--- src/ltc_pkg.sv ---
package ltc_pkg;
  // Register byte offsets on the Avalon-MM slave
  localparam logic [3:0] LTC_OFS_CTRL   = 4'h0;
  localparam logic [3:0] LTC_OFS_PERIOD = 4'h4;
  localparam logic [3:0] LTC_OFS_COUNT  = 4'h8;
  localparam logic [3:0] LTC_OFS_RSTSEL = 4'hC;

  // Control register field positions
  localparam int LTC_CTRL_PRESCALER_OUT_SYNCHRONISE  = 7;
  localparam int LTC_CTRL_INPUT_CLOCK_POLARITY  = 6;
  localparam int LTC_CTRL_CLOCK_ENABLE_RESYNCHRONISE = 5;
  localparam int LTC_CTRL_ON     = 8;
  localparam int LTC_MODE_LSB    = 0;
  localparam int LTC_MODE_W      = 5;

  // External reset source field
  localparam int LTC_RSEL_LSB = 0;
  localparam int LTC_RSEL_W   = 5;
  localparam int LTC_NUM_SRC  = 17;
  localparam logic [4:0] LTC_RSEL_PIN = 5'h00;

  // Widths
  localparam int LTC_CNT_W  = 8;
  localparam int LTC_DATA_W = 32;
  localparam int LTC_ADDR_W = 4;

  // Reset values
  localparam logic [8:0] LTC_CTRL_RST   = 9'h000;
  localparam logic [7:0] LTC_PERIOD_RST = 8'hFF;
  localparam logic [7:0] LTC_COUNT_RST  = 8'h00;
  localparam logic [4:0] LTC_RSEL_RST   = 5'h00;

  // Input clocks skipped after a synchronised start
  localparam logic [1:0] LTC_START_DELAY = 2'h2;
endpackage

--- src/ltc_clk_if.sv ---
interface ltc_clk_if;
  logic input_clock_polarity;
  logic tick;
  modport ctl (output input_clock_polarity, input tick);
  modport edg (input input_clock_polarity, output tick);
endinterface

--- src/ltc_edge.sv ---
module ltc_edge (
  input  wire logic CLOCK,
  input  wire logic RESET_N,
  input  wire logic pin_in,
  ltc_clk_if.edg    cif
);
  import ltc_pkg::*;

  typedef struct packed {
    logic [2:0] sy;
    logic       lvl;
    logic       tick;
  } ltc_edge_s;

  ltc_edge_s st_r;
  ltc_edge_s st_nxt;

  // Three-stage sync, stable level, one tick per selected edge
  always_comb begin
    st_nxt = st_r;
    st_nxt.sy = {st_r.sy[1:0], pin_in};
    st_nxt.tick = 1'b0;
    if (st_r.sy[1] == st_r.sy[2] && st_r.sy[2] != st_r.lvl) begin
      st_nxt.lvl = st_r.sy[2];
      st_nxt.tick = cif.input_clock_polarity ? ~st_r.sy[2] : st_r.sy[2];
    end
  end

  // State register
  always_ff @(posedge CLOCK or negedge RESET_N) begin
    if (!RESET_N) begin
      st_r <= '0;
    end else begin
      st_r <= st_nxt;
    end
  end

  assign cif.tick = st_r.tick;
endmodule // ltc_edge

--- src/ltc_top.sv ---
// Operation
// With resync set, counting waits two input clocks after run-enable rises.
// Counting starts when run-enable is one and halts when it is zero.
// Stopping leaves the counter value untouched.
// Counter equal to period clears to zero on the next input clock.
// With prescaler sync set, the timer does not run during sleep.
// With resync set, run-enable changes only take hold at input clocks.
// Software changes clock polarity only while the timer is stopped.
// Reset select bits 7-5 read zero and ignore writes.
// Bits 4-0 of reset select choose the external reset source.
// Source code zero routes the selected input pin as external reset.
// Counter and period are eight bits; wrap happens via period match.
//
// Register access over Avalon-MM and the register addresses were chosen for this implementation.
module ltc_top (
  input  wire logic                          CLOCK,
  input  wire logic                          RESET_N,
  input  wire logic [ltc_pkg::LTC_ADDR_W-1:0] AVS_ADDRESS,
  input  wire logic                          AVS_READ,
  input  wire logic                          AVS_WRITE,
  input  wire logic [ltc_pkg::LTC_DATA_W-1:0] AVS_WRITEDATA,
  input  wire logic [3:0]                    AVS_BYTEENABLE,
  output logic      [ltc_pkg::LTC_DATA_W-1:0] AVS_READDATA,
  output logic                               AVS_WAITREQUEST,
  input  wire logic                          TIMER_CLK_PIN,
  input  wire logic                          SLEEP,
  input  wire logic                          EXT_RESET_PIN,
  input  wire logic [ltc_pkg::LTC_NUM_SRC-1:0] EXT_RESET_SOURCES,
  output logic                               EXT_RESET_OUT,
  output logic      [ltc_pkg::LTC_CNT_W-1:0] COUNT_OUT,
  output logic                               PERIOD_MATCH
);
  import ltc_pkg::*;

  typedef struct packed {
    logic                  ack;
    logic [LTC_DATA_W-1:0] rdata;
    logic                  prescaler_out_synchronise;
    logic                  input_clock_polarity;
    logic                  clock_enable_resynchronise;
    logic                  on;
    logic [LTC_MODE_W-1:0] mode;
    logic [LTC_CNT_W-1:0]  period;
    logic [LTC_CNT_W-1:0]  count;
    logic [LTC_RSEL_W-1:0] rsel;
    logic                  on_sync;
    logic [1:0]            dly;
    logic [2:0]            pin_sy;
    logic                  pin_lvl;
    logic                  ext_out;
    logic                  match;
  } ltc_state_s;

  ltc_state_s st_r;
  ltc_state_s st_nxt;
  ltc_clk_if  cif ();

  logic                  wr_commit;
  logic                  rd_take;
  logic                  cnt_wr;
  logic                  on_eff;
  logic                  run;
  logic                  ext_sel;
  logic [LTC_DATA_W-1:0] rd_val;

  // Input clock edge detector
  ltc_edge u_edge (
    .CLOCK   (CLOCK),
    .RESET_N (RESET_N),
    .pin_in  (TIMER_CLK_PIN),
    .cif     (cif)
  );

  assign cif.input_clock_polarity = st_r.input_clock_polarity;

  // Bus handshake: one wait cycle, commit at the edge with wait low
  assign AVS_WAITREQUEST = (AVS_READ | AVS_WRITE) & ~st_r.ack;
  assign wr_commit = AVS_WRITE & st_r.ack & AVS_BYTEENABLE[0];
  assign rd_take = AVS_READ & ~st_r.ack;
  assign cnt_wr = wr_commit && AVS_ADDRESS == LTC_OFS_COUNT;

  // Effective run enable, sampled at input clocks when resync is set
  assign on_eff = st_r.clock_enable_resynchronise ? st_r.on_sync : st_r.on;
  assign run = on_eff && !(st_r.prescaler_out_synchronise && SLEEP) && st_r.dly == 2'h0;

  // External reset source mux
  always_comb begin
    ext_sel = 1'b0;
    if (st_r.rsel == LTC_RSEL_PIN) begin
      ext_sel = st_r.pin_lvl;
    end else if (st_r.rsel <= LTC_RSEL_W'(LTC_NUM_SRC)) begin
      ext_sel = EXT_RESET_SOURCES[st_r.rsel - 5'h01];
    end
  end

  // Read data selection
  always_comb begin
    rd_val = '0;
    case (AVS_ADDRESS)
      LTC_OFS_CTRL: begin
        rd_val[LTC_CTRL_ON] = st_r.on;
        rd_val[LTC_CTRL_PRESCALER_OUT_SYNCHRONISE] = st_r.prescaler_out_synchronise;
        rd_val[LTC_CTRL_INPUT_CLOCK_POLARITY] = st_r.input_clock_polarity;
        rd_val[LTC_CTRL_CLOCK_ENABLE_RESYNCHRONISE] = st_r.clock_enable_resynchronise;
        rd_val[LTC_MODE_LSB +: LTC_MODE_W] = st_r.mode;
      end
      LTC_OFS_PERIOD: begin
        rd_val[LTC_CNT_W-1:0] = st_r.period;
      end
      LTC_OFS_COUNT: begin
        rd_val[LTC_CNT_W-1:0] = st_r.count;
      end
      LTC_OFS_RSTSEL: begin
        rd_val[LTC_RSEL_LSB +: LTC_RSEL_W] = st_r.rsel;
      end
      default: begin
        rd_val = '0;
      end
    endcase
  end

  // Next-state logic
  always_comb begin
    st_nxt = st_r;
    st_nxt.ack = (AVS_READ | AVS_WRITE) & ~st_r.ack;
    if (rd_take) begin
      st_nxt.rdata = rd_val;
    end
    // Register writes
    if (wr_commit) begin
      case (AVS_ADDRESS)
        LTC_OFS_CTRL: begin
          st_nxt.on = AVS_WRITEDATA[LTC_CTRL_ON];
          st_nxt.prescaler_out_synchronise = AVS_WRITEDATA[LTC_CTRL_PRESCALER_OUT_SYNCHRONISE];
          st_nxt.input_clock_polarity = AVS_WRITEDATA[LTC_CTRL_INPUT_CLOCK_POLARITY];
          st_nxt.clock_enable_resynchronise = AVS_WRITEDATA[LTC_CTRL_CLOCK_ENABLE_RESYNCHRONISE];
          st_nxt.mode = AVS_WRITEDATA[LTC_MODE_LSB +: LTC_MODE_W];
        end
        LTC_OFS_PERIOD: begin
          st_nxt.period = AVS_WRITEDATA[LTC_CNT_W-1:0];
        end
        LTC_OFS_RSTSEL: begin
          st_nxt.rsel = AVS_WRITEDATA[LTC_RSEL_LSB +: LTC_RSEL_W];
        end
        default: begin
        end
      endcase
    end
    // Run enable resync and start delay, both paced by input clocks
    if (cif.tick) begin
      st_nxt.on_sync = st_r.on;
      if (st_r.clock_enable_resynchronise && st_r.on && !st_r.on_sync) begin
        st_nxt.dly = LTC_START_DELAY;
      end else if (st_r.dly != 2'h0 && on_eff) begin
        st_nxt.dly = st_r.dly - 2'h1;
      end
    end
    // Without resync the sampled enable is parked low, so a later
    // resynchronised start always sees a fresh rise and loads the delay
    if (!st_r.clock_enable_resynchronise) begin
      st_nxt.dly = 2'h0;
      st_nxt.on_sync = 1'b0;
    end
    // Counter: bus write wins, else count or clear at period match
    if (cnt_wr) begin
      st_nxt.count = AVS_WRITEDATA[LTC_CNT_W-1:0];
    end else if (cif.tick && run) begin
      if (st_r.count == st_r.period) begin
        st_nxt.count = '0;
      end else begin
        st_nxt.count = st_r.count + 8'h01;
      end
    end // Halted: count kept as is
    st_nxt.match = st_nxt.count == st_nxt.period;
    // External reset pin sync and selected source register
    st_nxt.pin_sy = {st_r.pin_sy[1:0], EXT_RESET_PIN};
    if (st_r.pin_sy[1] == st_r.pin_sy[2]) begin
      st_nxt.pin_lvl = st_r.pin_sy[2];
    end
    st_nxt.ext_out = ext_sel;
  end

  // State register
  always_ff @(posedge CLOCK or negedge RESET_N) begin
    if (!RESET_N) begin
      st_r <= '0;
      st_r.period <= LTC_PERIOD_RST;
      st_r.count <= LTC_COUNT_RST;
      st_r.rsel <= LTC_RSEL_RST;
      st_r.on <= LTC_CTRL_RST[LTC_CTRL_ON];
    end else begin
      st_r <= st_nxt;
    end
  end

  assign AVS_READDATA = st_r.rdata;
  assign EXT_RESET_OUT = st_r.ext_out;
  assign COUNT_OUT = st_r.count;
  assign PERIOD_MATCH = st_r.match;
endmodule // ltc_top

--- config.mk ---
export PLATFORM = sky130hd
export DESIGN_NAME = ltc_top
export DESIGN_NICKNAME = d
export VERILOG_FILES = /design/src/ltc_pkg.sv /design/src/ltc_clk_if.sv /design/src/ltc_edge.sv /design/src/ltc_top.sv
export SDC_FILE = /design/constraint.sdc
export NUM_CORES = 1
export LEC_CHECK = 0
export BUFFER_PORTS_ARGS = -buffer_cell sky130_fd_sc_hd__buf_2
export CORE_AREA = 2 2 89 91
export DETAILED_ROUTE_END_ITERATION = 10
export DIE_AREA = 0 0 91 93
export PLACE_DENSITY_LB_ADDON = 0.3
export REMOVE_ABC_BUFFERS = 1
export SLEW_MARGIN = 20
export SYNTH_ARGS = -nofsm -noshare
export SYNTH_HDL_FRONTEND = slang
export SYNTH_SLANG_ARGS = --single-unit
--- constraint.sdc ---
create_clock -name CLOCK -period 3.8 [get_ports CLOCK]
set_input_delay 0 -clock CLOCK [delete_from_list [all_inputs] [get_ports CLOCK]]
set_output_delay 0 -clock CLOCK [all_outputs]
set_load 0.01 [all_outputs]
Word-level counts from Yosys, hierarchy flattened
Cells that the tools add are included.

cells by class
  add/subtract/negate cells = 3
  muxes and demuxes = 19
  order comparisons = 2
  eq/ne operators = 10
  reduce and logical (&&, ||, !) cells = 18
  bitwise gates (word level) = 7

operators by type and width
  operator                                                    count
  two-way mux 8 bit                                           5
  one-hot mux 5 bit (4 select lines)                          1
  equality test 8 bit                                         2
  logical AND 1 bit                                           9
  one-hot mux 3 bit (3 select lines)                          1
  adder 8 x 1 -> 8 bit, second input constant                 1
  equality test 4 bit, second input constant                  2
  two-way mux 1 bit                                           7
  less-than comparator 5 x 6 -> 1 bit, second input constant  1
  two-way mux 3 bit                                           2
  AND reduction 2 bit                                         3
  binary-select mux 1 bit (select 5 bit)                      1
  <= comparator 5 bit, second input constant                  1
  logical NOT 5 bit                                           1
  subtractor 5 x 1 -> 5 bit, second input constant            1
  bitwise AND 1 bit                                           4
  equality test 4 x 3 -> 1 bit, second input constant         1
  logical NOT 4 bit                                           1
  two-way mux 2 bit                                           2
  != test 3 x 1 -> 1 bit, second input constant               1
  equality test 1 bit                                         2
  logical NOT 1 bit                                           2
  logical NOT 2 bit                                           1
  != test 2 x 1 -> 1 bit, second input constant               1
  5 further kinds                                             6

word-level totals
  input port bits = 64
  output and inout bits = 43
  flip-flop bits (word level) = 54
  logic and storage cells = 78

Depth between registers and ports, before layout
Gate-level depths: netlist of run 1.

  word-level depth = 8
  gate-level depth with buffers = 9
  mapped depth without buffers = 9

Cells and area by module
From an unflattened synthesis of run 1, not the netlist that was laid out.

second synthesis, totals
  cells, all modules = 295
  area total of the unflattened synthesis = 3,269.4 sq um

modules (own cells, without submodules)
  module    cells an instance  instances  seq. area each (sq um)  area an instance (sq um)
  ltc_top   286                1          1,236.2                 3,106.7
  ltc_edge  9                  1          125.1                   162.7

Least setup slack after synthesis of run 1
No wires, ideal clock.

  path type = register -> register
  start point = reg st_r[6] (netlist bit)
  end point = reg st_r, in the netlist PERIOD_MATCH
  required time = 3.704 ns
  slack = 1.513 ns
  stages on the path, launching flop included = 10
  setup time = 0.096 ns
  buffers on the path = 0
  data arrival time = 2.191 ns
  path through = dfrtp_1 inv_1 ha_1 and2_1 nand3_2 nor4_2 o21ai_1 and3_1 or4_1 nor4_2

RTL lines
  element                 RTL line        source
  from (decl)             ltc_top.sv:54   ltc_state_s st_r;
  from (signal assigned)  ltc_top.sv:192  st_r <= st_nxt;

==> results of run 1 <==
[synth_stat cells (4+ instances only)]
library cell and count:
ha_1 4, mux2_2 22, nand4_1 5, xnor2_1 4
dfrtp_1 46, xor2_1 9, buf_2 4, nand3_1 7
dfstp_2 8, nor2_1 9, a21oi_1 5, inv_1 8
nand2_1 18, mux2i_1 7, and3_1 5, a21o_1 4
o21ai_0 10, mux4_2 9, buf_4 41, a22oi_1 6
a22o_1 8
[sequential cells by signal (all words and copies together), names as in the netlist]
| signal | flops |
|---|---|
| AVS_READDATA | 9 |
| COUNT_OUT | 8 |
| EXT_RESET_OUT | 1 |
| PERIOD_MATCH | 1 |
| cif.input_clock_polarity | 1 |
| st_nxt | 2 |
| st_r | 27 |
| u_edge.cif.tick | 1 |
| u_edge.st_nxt | 2 |
| u_edge.st_r | 2 |
[where the power goes]
part	switching (uW)	total [uW]	internal [uW]
Combinational	247	481	234
Sequential	83.1	734	651
Clock	189	335	147
[kinds of logic after synthesis]
family	Yosys count	synth area share [%]
buffers and inverters	57	11.2
muxes	39	16.2
adders and majority gates	6	2.11
xor gates and xnor gates	13	3.43
AOI/OAI and AO/OA	55	12.0
DFF	54	41.1
and+or+nand+nor	73	13.9
other	1	0.113
[per-stage QoR]
step | total power [uW] | hold slack (ns) | setup slack (ns)
3_5_place_dp | 1210 | 0.117 | 1.15
2_1_floorplan | 1060 | -0.296 | 1.51
6_report | 1550 | 0.108 | 1.12
5_1_grt | 1650 | 0.126 | 0.922
3_3_place_gp | 1200 | 0.107 | 1.20
4_1_cts | 1560 | 0.108 | 1.11
[worst max-delay path: stages (launching register included)]
cell and delay (ns):
dfrtp_1 0.41, inv_1 0.08, ha_1 0.23, and2_1 0.22, nand3_2 0.22, nor4_2 0.34
o21ai_1 0.14, and3_1 0.18, or4_1 0.55, nor4_2 0.23
[final timing paths]
check / to / slack, ns / depth (start not counted)
hold reg to reg: u_edge.st_nxt[4] / 0.36 / 0
setup reg to reg: PERIOD_MATCH / 1.12 / 9
hold / removal: EXT_RESET_OUT / 0.11 / 4
max in group asynchronous: st_r[30] / 3.02 / 3
min in group asynchronous: st_r[6] / 0.34 / 3
setup / recovery: PERIOD_MATCH / 1.12 / 9
[final cells by class]
type / count / area share [%]
multi-input combinational: 209 / 44.8
sequential: 54 / 36.7
timing repair buffer: 72 / 11.7
tap: 102 / 3.44
clock buffer: 6 / 2.23
inverter: 8 / 0.809
clock inverter: 2 / 0.337
[layer usage]
metal,track usage (%),routed length (um),share of wire [%]
met1,24.4,3260,46
met5,0,0,0
met3,2.50,321,4.5
met4,4.92,86,1.2
met2,30.0,3450,48
[timing repair]
action                    4_1_cts  5_1_grt
hold buffers                   14        0
hold endpoints to repair       69        0
setup buffers                   0        0
==> flow_metrics.tcl, run 1 <==
set metrics [dict create \
    outcome "completed" \
    cp-startpoint "st_r[6]" \
    syn-cell-area_mm2 0.00332 \
    final_common_cell "buf_2" \
    antenna_left 0 \
    num_io_pins 107 \
    finalNonFillerCells 453 \
    initial_core_util_pct 44.0 \
    cts_buffer_depth 2 \
    synth_cells 298 \
    clk_pin_slew_worst_paths_ns 0.10 \
    wl_per_cell_um 15.7 \
    max_freq_mhz 373 \
    grt_max_degree 55 \
    max_cap_viol_count 0 \
    setup_viol 0 \
    gp_congestion 0.815 \
    criticalPathCategory "flop to flop" \
    yosys_warnings 0 \
    synth_edf_count 0 \
    cp-start-kind "flop" \
    grt_pass1_wl_um 11900 \
    place_area_mm2 0.00348 \
    synth_area_leader_cell "dfrtp_1" \
    maxSlewHeadroom_pct 36.1 \
    fin_nets 418 \
    vias 2435 \
    synth_top_area_share_pct 34.7 \
    drt-total-wl_um 7110 \
    die_h_um 93 \
    worst_pin_slew_ns 0.951 \
    async_reset_ff_share_pct 100 \
    dp.cells 431 \
    first_global_vias 2395 \
    min_path_type "primary input to flop" \
    grt_usage_pct 17.9 \
    die_x_um 91 \
    antenna_found_initial 0 \
    multi_input_area_mm2 0.00166 \
    peakVddDrop_mv 0.149 \
    layout-drive-gt1-share_pct 33.6 \
    synth-main-ff-cell "dfrtp_1" \
    clk-insertion-delay-late_ns 0.31 \
    mostFrequentLayoutCells "buf_2, dfrtp_1, conb_1" \
    rsz0062_at_grt "false" \
    drc_errors 0 \
    power_density_mw_per_mm2 418 \
    regArea_mm2 0.00136 \
    postLayoutCoreUtil_pct 49.3 \
    num_antenna_cells 0 \
    fin_setup_tns_ns 0 \
    synth_cell_types 58 \
    skew_ns 0.00591 \
    arrival_ns 2.90 \
    cp.required_ns 4.02 \
    syn_to_final_growth_pct 11.9 \
    cellLeakagePower_uw 0.00172 \
    drt_iter0_drc 153 \
    cts_tree "yes" \
    dr.pass1.iters 4 \
    dieArea_mm2 0.00846 \
    slew_violations 0 \
    stdcell_area_mm2 0.00371 \
    via_per_inst 5.38 \
    endpoint_kind "flop" \
    fill_cells 720 \
    numClockSinks 54 \
    post_cts_resized 0 \
    r2r-start "st_r[6]" \
    core_mm2 0.00753 \
    hold_viol 0 \
    netlist_top_cells_area "dfrtp_1, buf_4, mux2_2" \
    row_count 32 \
    syn_area_per_cell_um2 11.1 \
    crit_fanout 10 \
    cts_buffers 5 \
    cts_root_buffer "clkbuf_8" \
    port_buffers 57 \
    min_period_over_period_pct 70.5 \
    dpl.hpwl_um 5200 \
    period_minus_slack_ns 2.68 \
    hold_start "EXT_RESET_SOURCES[16]" \
    ys_ff_latch 54 \
    grt_remaining_overflow 0 \
    ys_seq_area_share_pct 41.1 \
    htree_levels 2 \
]
No activity file was read; power rests on OpenSTA's default activity.
==> run 2, diff against run 1 <==
clock period = 2.2 ns   (was 3.8 ns; I/O delays follow)
==> run 2 against run 1 <==
  * The flow now finishes with violations (negative setup slack)
  * Critical path depth down 1
  * Final cell count up 12%
  * Core utilization up 8.1 points
==> flow_metrics.tcl, run 2 (synthesized netlist as in run 1, its figures left out) <==
set metrics [dict create \
    layout-drive-gt1-share_pct 47.8 \
    setup_ws_ns -0.102 \
    largest_reg_flops 27 \
    port_buffers 57 \
    antenna_found_initial 0 \
    fill_cells 655 \
    clk-insertion-delay-late_ns 0.31 \
    maxSlewHeadroom_pct 37.9 \
    cp_slowest_cell "dfrtp_2" \
    regMostFlops "st_r" \
    cp.depth 8 \
    syn_to_final_growth_pct 30.3 \
    grt_pass1_wl_um 13200 \
    clk_pin_slew_worst_paths_ns 0.10 \
    multi_input_area_mm2 0.00182 \
    arrival_ns 2.52 \
    setup_viol 1 \
    core_mm2 0.00753 \
    cts_tree "yes" \
    fin_nets 471 \
    endpoint_kind "flop" \
    outcome "finished, violations left" \
    die_x_um 91 \
    die_h_um 93 \
    cp.required_ns 2.42 \
    worst_pin_slew_ns 0.931 \
    crit_family "simple AND/OR/NAND/NOR gates" \
    whs_ns 0.0970 \
    dieArea_mm2 0.00846 \
    worst_r2r_path_depth 8 \
    via_per_inst 5.21 \
    cellLeakagePower_uw 0.00209 \
    dr.pass1.iters 4 \
    min_period_over_period_pct 105 \
    power.total_uw 3160 \
    row_count 32 \
    cp-start-kind "flop" \
    gp_congestion 0.897 \
    max_freq_mhz 434 \
    peakVddDrop_mv 0.382 \
    power_density_mw_per_mm2 730 \
    rsz0062_at_grt "true" \
    numClockSinks 54 \
    path_buf_inv 1 \
    dpl.hpwl_um 5960 \
    final_common_cell "buf_2" \
    antenna_left 0 \
    crit_chain "buf_4 -> ha_1 -> nand3_1 -> or2_2 -> o41a_1 -> a21oi_2 -> xor2_1 -> nor4_4" \
    drt-total-wl_um 7970 \
    num_io_pins 107 \
    min_path_type "primary input to flop" \
    drc_errors 0 \
    grt_remaining_overflow 0 \
    critPathMaxStageDelay_ns 0.40 \
    cts_buffer_depth 2 \
    crit_fanout 5 \
    slew_violations 0 \
    htree_levels 2 \
    violations "negative setup slack" \
    cts_buffers 5 \
    skew_ns 0.00659 \
    vias 2638 \
    grt_max_degree 43 \
    regArea_mm2 0.00136 \
    hold_depth 4 \
    grt_usage_pct 19.5 \
    wl_per_cell_um 15.7 \
    drt_iter0_drc 154 \
    max_cap_viol_count 0 \
    cts_root_buffer "clkbuf_8" \
    num_antenna_cells 0 \
    period_minus_slack_ns 2.30 \
    first_global_vias 2655 \
    fin_setup_tns_ns -0.102 \
    mostFrequentLayoutCells "buf_2, buf_4, dfrtp_1" \
    initial_core_util_pct 44.0 \
    criticalPathCategory "flop to flop" \
    hold_viol 0 \
]
-- run 2: metrics by stage --
stage / worst slack [ns] / instance area [um^2] / util, % / std cells
3_5_place_dp: -0.0974 / 3820 / 50.8 / 477
2_1_floorplan: -0.0868 / 3060 / - / 271
4_1_cts: -0.0272 / 4190 / 55.7 / 502
6_report: -0.102 / 4320 / 57.4 / 506
5_1_grt: -0.217 / 4320 / 57.4 / 506
3_3_place_gp: -0.0517 / 3820 / 50.8 / 477
-- run 2: path summary, 6_finish.rpt --
kind | start | end | slack, ns
max | COUNT_OUT[0] | PERIOD_MATCH | -0.10
min | EXT_RESET_SOURCES[16] | EXT_RESET_OUT | 0.1
max reg2reg | COUNT_OUT[0] | PERIOD_MATCH | -0.10
min reg2reg | st_nxt[4] | st_nxt[5] | 0.36
max in group asynchronous | RESET_N | st_r[9] | 1.14
min in group asynchronous | RESET_N | AVS_READDATA[8] | 0.36
-- run 2: power breakdown --
| part | total, uW | switching [uW] | internal (uW) |
|---|---|---|---|
| clock | 803 | 318 | 485 |
| sequential | 1220 | 93.7 | 1130 |
| combinational | 1130 | 568 | 564 |
-- run 2: timing repair --
item / in CTS / in global routing
setup endpoints to repair: 1 / 2
hold buffers: 14 / 0
buffers inserted: 4 / 6
endpoints found under the hold margin: 48 / 0
resized for setup: 12 / 19
pin swaps: 13 / 10
-- run 2: worst min-delay path: cells and delay by family --
kind | cells | cell delay [ns]
AOI/OAI and AO/OA | 2 | 0.18
buffers and inverters | 1 | 0.10
and+or+nand+nor | 1 | 0.09
-- run 2: area by class of cell --
| class | count | share of cell area [%] |
|---|---|---|
| clock buffer | 6 | 1.91 |
| clock inverter | 2 | 1.39 |
| inverter | 8 | 0.695 |
| multi-input combinational | 209 | 42.1 |
| sequential | 54 | 31.6 |
| tap | 102 | 2.95 |
| timing repair buffer | 125 | 19.4 |
-- run 2: per-layer routing --
layer	routed length (um)	global-route usage, %	part of all wire [%]	vias up
li1	-	-	-	1236
met1	3460	26.6	43	1285
met5	0	0	0	-
met3	432	2.98	5.4	13
met2	3900	32.5	49	104
met4	180	5.93	2.3	0
